**config.mk**
```make
export PLATFORM = sky130hd
export DESIGN_NAME = crc16_tag_end_flat
export DESIGN_NICKNAME = d
export VERILOG_FILES = /design/src/crc16_link_pkg.sv /design/src/crc16_link_if.sv /design/src/crc16_tag_end.sv /design/src/flat_wrapper.sv
export SDC_FILE = /design/constraint.sdc
export NUM_CORES = 1
export LEC_CHECK = 0
export BUFFER_PORTS_ARGS = -buffer_cell sky130_fd_sc_hd__buf_4
export CAP_MARGIN = 20
export CORE_UTILIZATION = 30
export CTS_BUF_LIST = sky130_fd_sc_hd__clkbuf_2
export DETAILED_ROUTE_END_ITERATION = 10
export SYNTH_ARGS = -nofsm -noshare
export SYNTH_HDL_FRONTEND = slang
export SYNTH_SLANG_ARGS = --single-unit
export TNS_END_PERCENT = 20
```
**constraint.sdc**
```tcl
create_clock -name I_CLK -period 3.2 [get_ports I_CLK]
set_input_delay 0.48 -clock I_CLK [delete_from_list [all_inputs] [get_ports I_CLK]]
set_output_delay 0.48 -clock I_CLK [all_outputs]
set_load 0.02 [all_outputs]
```
**src/crc16_link_pkg.sv**
```systemverilog
package crc16_link_pkg;
  // Accumulator width and fixed values
  localparam int CRC_W = 16;
  localparam logic [15:0] CRC_PRESET = 16'hFFFF;
  localparam logic [15:0] CRC_POLY = 16'h1021;
  localparam logic [15:0] CRC_SHIFT_MASK = 16'hFFFE;
  localparam logic [15:0] CRC_RESIDUE = 16'h1D0F;
  localparam logic [15:0] CRC_ZERO = 16'h0000;
  // Bits per byte and per check value
  localparam int BYTE_BITS = 8;
  localparam int CHECK_BITS = 16;
  // Counter reset values
  localparam logic [4:0] CNT_RESET = 5'h00;
  localparam logic [15:0] DIV_RESET = 16'h0000;
  // Check mode encodings
  localparam logic MODE_INVERT = 1'b0;
  localparam logic MODE_RESIDUE = 1'b1;
  // Clock and bit timing
  localparam int CLK_PERIOD_NS = 20;
  localparam int BIT_PERIOD_NS = 25000;
  localparam int BIT_CYCLES = (BIT_PERIOD_NS + CLK_PERIOD_NS - 1) / CLK_PERIOD_NS;

  // One serial step of the accumulator, shared by both link ends
  function automatic logic [15:0] crc_step(input logic [15:0] acc, input logic bit_in);
    logic fb;
    logic [15:0] nxt;
    fb = bit_in ^ acc[15];
    nxt = {acc[14:0], 1'b0} & CRC_SHIFT_MASK;
    if (fb) begin
      nxt = nxt ^ CRC_POLY;
    end
    return nxt;
  endfunction
endpackage

```
**src/crc16_link_if.sv**
```systemverilog
interface crc16_link_if;
  // Start of packet, presets the far accumulator
  logic sof;
  // Packet window, high from the start pulse to last check bit
  logic frame;
  // One-cycle strobe per transferred bit
  logic bit_stb;
  // Bit value, valid with the strobe
  logic bit_val;
  // High while the strobed bit belongs to the check value
  logic chk_phase;

  // Sending end
  modport interrogator(output sof, output frame, output bit_stb, output bit_val, output chk_phase);
  // Receiving end
  modport tag(input sof, input frame, input bit_stb, input bit_val, input chk_phase);
endinterface

```
**src/crc16_tag_end.sv**
```systemverilog
module crc16_tag_end (
  input wire logic I_CLK, // System clock
  input wire logic I_RESETN, // Async reset, active low
  crc16_link_if.tag LINK, // Serial link from interrogator
  input wire logic I_MODE_ALT, // 1 = residue check, 0 = inverting
  output logic [7:0] O_BYTE, // Received protected byte
  output logic O_BYTE_VALID, // Byte strobe
  output logic O_CHECK_DONE, // Check finished strobe
  output logic O_CHECK_FAIL, // Last check failed
  output logic O_ACCEPT, // Packet accepted strobe
  output logic O_ABORT, // Command aborted strobe
  output logic O_READY, // Tag in ready state
  output logic O_RESP_ENABLE, // Response allowed
  output logic [15:0] O_ACC // Accumulator contents
);
  import crc16_link_pkg::*;

  typedef enum logic {T_READY, T_RECV} rx_state_t;

  localparam logic [4:0] BYTE_LAST_CNT = 5'(BYTE_BITS - 1);
  localparam logic [4:0] CHECK_LAST_CNT = 5'(CHECK_BITS - 1);

  rx_state_t state_q, state_d; // Receive sequencer
  logic mode_q, mode_d; // Mode latched at packet start
  logic [15:0] crc_accumulator_q, crc_accumulator_d; // Running CRC
  logic [7:0] sh_q, sh_d; // Byte assembly
  logic [4:0] bcnt_q, bcnt_d; // Bits in byte
  logic [4:0] ccnt_q, ccnt_d; // Check bits taken
  logic [7:0] byte_q, byte_d; // Byte out
  logic bval_q, bval_d; // Byte strobe
  logic done_q, done_d; // Check done strobe
  logic fail_q, fail_d; // Fail flag
  logic acc_q, acc_d; // Accept strobe
  logic abort_q, abort_d; // Abort strobe
  logic resp_q, resp_d; // Response enable
  logic chk_bit; // Check bit as accumulated
  logic [15:0] step_data; // Accumulator after protected bit
  logic [15:0] step_chk; // Accumulator after check bit
  logic pass; // Final value matches

  // RULE7 - invert check bits in inverting mode
  assign chk_bit = (mode_q == MODE_RESIDUE) ? LINK.bit_val : ~LINK.bit_val;
  // RULE9 - serial shift register step
  // RULE10 - shared step function
  assign step_data = crc_step(crc_accumulator_q, LINK.bit_val);
  assign step_chk = crc_step(crc_accumulator_q, chk_bit);
  // RULE8 - residue compare in plain mode
  assign pass = (mode_q == MODE_RESIDUE) ? (step_chk == CRC_RESIDUE) : (step_chk == CRC_ZERO);

  // Next state and datapath
  always_comb begin
    state_d = state_q;
    mode_d = mode_q;
    crc_accumulator_d = crc_accumulator_q;
    sh_d = sh_q;
    bcnt_d = bcnt_q;
    ccnt_d = ccnt_q;
    byte_d = byte_q;
    bval_d = 1'b0;
    done_d = 1'b0;
    fail_d = fail_q;
    acc_d = 1'b0;
    abort_d = 1'b0;
    resp_d = resp_q;
    case (state_q)
      T_READY: begin
        if (LINK.sof) begin
          // RULE1 - synchronous preset
          crc_accumulator_d = CRC_PRESET;
          // RULE12 - mode sampled at preset
          mode_d = I_MODE_ALT;
          fail_d = 1'b0;
          resp_d = 1'b0;
          bcnt_d = CNT_RESET;
          ccnt_d = CNT_RESET;
          state_d = T_RECV;
        end
      end
      T_RECV: begin
        if (LINK.sof) begin
          // Restart on a new packet
          crc_accumulator_d = CRC_PRESET;
          mode_d = I_MODE_ALT;
          bcnt_d = CNT_RESET;
          ccnt_d = CNT_RESET;
        end else if (!LINK.frame) begin
          // RULE11 - truncated packet aborted
          done_d = 1'b1;
          fail_d = 1'b1;
          abort_d = 1'b1;
          state_d = T_READY;
        end else if (LINK.bit_stb && !LINK.chk_phase) begin
          // RULE5 - only framed protected bits
          // RULE2 - one step per strobe
          crc_accumulator_d = step_data;
          // RULE4 - MSB first assembly
          sh_d = {sh_q[6:0], LINK.bit_val};
          bcnt_d = bcnt_q + 5'h01;
          // RULE3 - byte after eight steps
          if (bcnt_q == BYTE_LAST_CNT) begin
            bcnt_d = CNT_RESET;
            byte_d = {sh_q[6:0], LINK.bit_val};
            bval_d = 1'b1;
          end
        end else if (LINK.bit_stb) begin
          // RULE6 - check value follows fields
          crc_accumulator_d = step_chk;
          ccnt_d = ccnt_q + 5'h01;
          if (ccnt_q == CHECK_LAST_CNT) begin
            // RULE12 - verdict after sixteenth bit
            done_d = 1'b1;
            fail_d = ~pass;
            acc_d = pass;
            resp_d = pass;
            // RULE11 - fail aborts, back to ready
            abort_d = ~pass;
            state_d = T_READY;
          end
        end
      end
      default: begin
        state_d = T_READY;
      end
    endcase
  end

  // State registers
  always_ff @(posedge I_CLK or negedge I_RESETN) begin
    if (!I_RESETN) begin
      state_q <= T_READY;
      mode_q <= MODE_INVERT;
      crc_accumulator_q <= CRC_PRESET;
      sh_q <= 8'h00;
      bcnt_q <= CNT_RESET;
      ccnt_q <= CNT_RESET;
      byte_q <= 8'h00;
      bval_q <= 1'b0;
      done_q <= 1'b0;
      fail_q <= 1'b0;
      acc_q <= 1'b0;
      abort_q <= 1'b0;
      resp_q <= 1'b0;
    end else begin
      state_q <= state_d;
      mode_q <= mode_d;
      crc_accumulator_q <= crc_accumulator_d;
      sh_q <= sh_d;
      bcnt_q <= bcnt_d;
      ccnt_q <= ccnt_d;
      byte_q <= byte_d;
      bval_q <= bval_d;
      done_q <= done_d;
      fail_q <= fail_d;
      acc_q <= acc_d;
      abort_q <= abort_d;
      resp_q <= resp_d;
    end
  end

  // Outputs
  assign O_BYTE = byte_q;
  assign O_BYTE_VALID = bval_q;
  assign O_CHECK_DONE = done_q;
  assign O_CHECK_FAIL = fail_q;
  assign O_ACCEPT = acc_q;
  assign O_ABORT = abort_q;
  assign O_READY = (state_q == T_READY);
  assign O_RESP_ENABLE = resp_q;
  assign O_ACC = crc_accumulator_q;
endmodule

```
**src/flat_wrapper.sv**
```systemverilog
// flat-port wrapper written by rule: the top's interface ports become plain ports
module crc16_tag_end_flat import crc16_link_pkg::*;
  (I_CLK, I_RESETN, I_MODE_ALT, O_BYTE, O_BYTE_VALID, O_CHECK_DONE, O_CHECK_FAIL, O_ACCEPT, O_ABORT, O_READY, O_RESP_ENABLE, O_ACC, LINK_sof, LINK_frame, LINK_bit_stb, LINK_bit_val, LINK_chk_phase);
  crc16_link_if LINK_i ();
  input wire logic I_CLK;
  input wire logic I_RESETN;
  input wire logic I_MODE_ALT;
  output logic [7:0] O_BYTE;
  output logic O_BYTE_VALID;
  output logic O_CHECK_DONE;
  output logic O_CHECK_FAIL;
  output logic O_ACCEPT;
  output logic O_ABORT;
  output logic O_READY;
  output logic O_RESP_ENABLE;
  output logic [15:0] O_ACC;
  input wire logic [$bits(LINK_i.sof)-1:0] LINK_sof;
  input wire logic [$bits(LINK_i.frame)-1:0] LINK_frame;
  input wire logic [$bits(LINK_i.bit_stb)-1:0] LINK_bit_stb;
  input wire logic [$bits(LINK_i.bit_val)-1:0] LINK_bit_val;
  input wire logic [$bits(LINK_i.chk_phase)-1:0] LINK_chk_phase;
  assign LINK_i.sof = LINK_sof;
  assign LINK_i.frame = LINK_frame;
  assign LINK_i.bit_stb = LINK_bit_stb;
  assign LINK_i.bit_val = LINK_bit_val;
  assign LINK_i.chk_phase = LINK_chk_phase;
  crc16_tag_end u_core (.I_CLK(I_CLK), .I_RESETN(I_RESETN), .LINK(LINK_i), .I_MODE_ALT(I_MODE_ALT), .O_BYTE(O_BYTE), .O_BYTE_VALID(O_BYTE_VALID), .O_CHECK_DONE(O_CHECK_DONE), .O_CHECK_FAIL(O_CHECK_FAIL), .O_ACCEPT(O_ACCEPT), .O_ABORT(O_ABORT), .O_READY(O_READY), .O_RESP_ENABLE(O_RESP_ENABLE), .O_ACC(O_ACC));
endmodule
```
# Yosys cells after proc, flatten, opt, wreduce, memory -nomap -nowiden
# Index checks and enable logic that the tools add are counted.
[totals]
register_bits = 49
latch_bits = 0
mem_bits_rw = 0
romBits = 0
inputBits = 8
out_inout_bits = 31
word_cells = 114
memories = 0
[classes]
n_addsub = 2
multipliers = 0
div_mod_pow = 0
magnitude_cmp = 0
eq_ne = 17
shifts = 0
muxes = 65
bitwise = 7
reduce_logical = 10
[op_table]
columns = ["cell", "count"]
rows = [
  ["$mux W16", 5],
  ["$mux W5", 9],
  ["$mux W1", 43],
  ["$pmux W16 S2", 1],
  ["$mux W13", 2],
  ["$ne A3 B3 Y1 const B", 7],
  ["$pmux W5 S2", 2],
  ["$eq A16 B13 Y1 const B", 1],
  ["$logic_not A16 Y1", 1],
  ["$add A5 B1 Y5 const B", 2],
  ["$ne A2 B2 Y1 const B", 5],
  ["$reduce_and A5 Y1", 2],
  ["$reduce_and A4 Y1", 2],
  ["$pmux W1 S2", 3],
  ["$reduce_and A3 Y1", 2],
  ["$reduce_and A6 Y1", 1],
  ["$eq A5 B3 Y1 const B", 1],
  ["$eq A5 B4 Y1 const B", 1],
  ["$ne A4 B4 Y1 const B", 1],
  ["$not A1 Y1", 4],
  ["$not A3 Y3", 1],
  ["$ne A2 B1 Y1 const B", 1],
  ["$xor A1 B1 Y1", 2],
  ["$logic_and A1 B1 Y1", 1],
  ["$logic_not A1 Y1", 1],
]

# Longest topological paths before layout
[logic_depth]
depth_word = 13
depth_mapped = 7
depth_no_buf = 7

# Worst setup path before layout
# Ideal clock, no wire load.
[synth_path]
path_kind = "input -> register"
from = "input LINK_sof"
to = "register u_core.byte_q[0], in the netlist u_core.O_BYTE[0]"
setup_time_ns = 0.125
arrival_time_ns = 2.022
required_time_ns = 3.075
slack_ns = 1.054
cell_stages = 6
path_cell_list = "buf_6 nand2b_4 buf_6 nor3_4 nor4b_4 mux2_2"
[synth_via]
elab_chain_len = 2
[synth_rtl]
columns = ["element", "line", "rtl"]
rows = [
  ["from (decl)", "flat_wrapper.sv:17", "input wire logic [$bits(LINK_i.sof)-1:0] LINK_sof;"],
  ["$not A1 Y1 (no line)", "-", ""],
  ["$reduce_and A5 Y1 (no line)", "-", ""],
  ["to (signal assigned)", "crc16_tag_end.sv:150", "byte_q <= byte_d;"],
  ["to (decl)", "crc16_tag_end.sv:29", "logic [7:0] byte_q, byte_d;"],
]
# Every way passes these cells.
# A chain may end at the register's enable or synchronous reset.

# Final worst setup path
[layout_path]
from = "register u_core.state_q"
to = "register u_core.byte_q[6], in the netlist u_core.O_BYTE[6]"
[layout_via]
elab_chain_len = 1
[layout_rtl]
columns = ["element", "line", "rtl"]
rows = [
  ["from (decl)", "crc16_tag_end.sv:23", "rx_state_t state_q, state_d;"],
  ["from (signal assigned)", "crc16_tag_end.sv:144", "state_q <= state_d;"],
  ["$reduce_and A5 Y1 (no line)", "-", ""],
]
# Every way passes these cells.

==> reports/results.tsv <==
metric	value	unit
drt_wl_total	4280	um
ys_seq_elements	49	
grt_usage	12.3	%
crit_type	reg -> reg	
vias	1576	
antenna_cells	0	
synthTopCellsByCount	36 x nor2_1, 33 x dfrtp_1, 18 x a21oi_1, 18 x mux2_2, 16 x dfstp_2	
async_flop_share	100	%
drive_gt1_share	36.2	%
cts_buffer_depth	2	
finalHoldViolCount	0	
pin_count	39	
synth_top_cell_area_share	36.8	%
irDropWorstVdd	132	uV
io_buffers	38	
gr-total-overflow	0	
fin_crit_sh	72.5	%
grt_pass1_vias	1509	
syn_nets	208	
final_cells	334	
core-area	7250	um^2
ys.flop_type	dfrtp_1	
gp_congestion	0.827	
die_w	88.5	um
clk-insertion-delay-late	0.42	ns
fin_worst_skew	0.0264	ns
critical_path_required	3.51	ns
ys.warnings.count	0	
synth_area_leaders	dfrtp_1 37%, dfstp_2 19%, mux2_2 9.0%	
synth_edf_count	0	
antenna_found_initial	0	
stdcell_area	2660	um^2
crit_path_start_kind	register	
crit_path_end_kind	register	
rr_worst_depth	4	
syn_area	2240	um^2
fp-row-count	31	
cts_hold_buffers	0	
leakage	1.19	nW
synth_most_common_cell	nor2_1	
cap_violations	0	
cts_sinks	49	
placed_area	2620	um^2
dieArea	7820	um^2
postRouteAntennaNets	0	
dr.pass1.iters	4	
grt_max_degree	50	
drc	0	
area_delta_synth_final	18.6	%
ys_types	36	
setup_violations	0	
rsz0062_at_grt	false	
synth_area_leader_cell	dfrtp_1	
outcome	completed	
yosysSeqAreaShare	55.6	%
post-dp-hpwl	3030	um
ff2ff_setup_slack	0.88	ns
cts_tree	yes	
setup_tns	0	ns
fillers	741	
vias_per_cell	4.72	
syn_area_per_cell	11.5	um^2
slew_headroom	56.4	%
cts_setup_buffers	0	
nets	247	
pwr_density_cell	431	nW/um^2
cts_max_level	2	
numCtsBuffers	5	
placedCellCount	326	
grt_first_pass_wirelength	7380	um
syn_inst	195	
initial_utilization	30.9	%
cp.arrival	2.63	ns
clockRootBuffer	clkbuf_2	
cts_resized	0	
path_max_fanout	19	
wire_per_inst	12.8	um
tightest_slew	0.645	ns
finalMaxSlewViolations	0	
clk_pin_slew_worst_paths	0.23	ns
max_freq	431	MHz
die_h	88.5	um
drt_iter0_drc	46	
min_period	2.32	ns
hold_class	in -> async	
-- area by class of cell --
class / instances / area, um^2 / area share (%)
clock buffer: 7 / 35.0 / 1.32
timing repair buffer: 39 / 293 / 11.0
clock inverter: 1 / 3.75 / 0.141
multi-input combinational: 134 / 938 / 35.3
inverter: 5 / 18.8 / 0.706
sequential: 49 / 1250 / 46.9
tap: 99 / 124 / 4.66
-- cells in the final DEF, fill, tap and decap left out, drive strengths merged, types with 4 or more instances in the layout --
cell	instances
buf	39
nor2	36
dfrtp	33
mux2	18
a21oi	18
dfstp	16
nand2	8
clkbuf	7
inv	5
ha	5
nand3	4
xor2	4
a31oi	4
-- routing by layer --
layer  track usage (%)  wire [um]  vias up
met5                 0          0        -
met4              4.40         73        0
met3              3.73        234        8
met2              19.4       1950       41
met1              16.1       2020      760
li1                  -          -      767
-- cells by family (layout without fill, tap and decap cells) --
kind of cell	Yosys count	count (layout)	synth area share [%]
muxes	18	18	9.04
DFF	49	49	55.6
AOI/OAI and AO/OA	35	35	9.77
and+or+nand+nor	67	67	15.2
adders and majority gates	5	5	2.79
buffers and inverters	12	52	2.73
xor gates and xnor gates	9	9	4.86
-- through the flow --
stage          worst slack [ns]  hold WS (ns)  total power [mW]  utilization [%]
2_1_floorplan              1.05         0.184             0.838                -
3_3_place_gp              0.789         0.463             0.912             36.1
3_5_place_dp              0.739         0.467             0.916             36.1
4_1_cts                   0.860        0.0302              1.17             36.7
5_1_grt                   0.724        0.0364              1.21             36.7
6_report                  0.880        0.0322              1.15             36.7
-- worst paths after layout --
kind | from | to
setup reg to reg | u_core.state_q | u_core.O_BYTE[6]
min in group I_CLK | LINK_sof | u_core.ccnt_q[3]
hold reg to reg | u_core.ccnt_q[4] | u_core.ccnt_q[4]
max in group asynchronous | I_RESETN | u_core.O_ACCEPT
setup / recovery | u_core.state_q | u_core.O_BYTE[6]
hold / removal | I_RESETN | u_core.O_RESP_ENABLE
-- critical path: stages, from the launching register on --
cell and delay, ns:
dfrtp_1 0.59, nand2b_4 0.21, nor3_4 0.42, nor4b_4 0.59, mux2_2 0.40
-- registers in the layout, summed over array words and instances (netlist names), 5 cells and up --
register       count
u_core.O_BYTE      8
u_core.O_ACC      16
u_core.sh_q        7
u_core.bcnt_q      5
u_core.ccnt_q      5
-- power breakdown --
part,total [mW],switching (mW),internal [mW]
clock,0.244,0.185,0.0584
combinational,0.190,0.106,0.0838
sequential,0.713,0.0413,0.672
No activity file was read; power rests on OpenSTA's default activity.
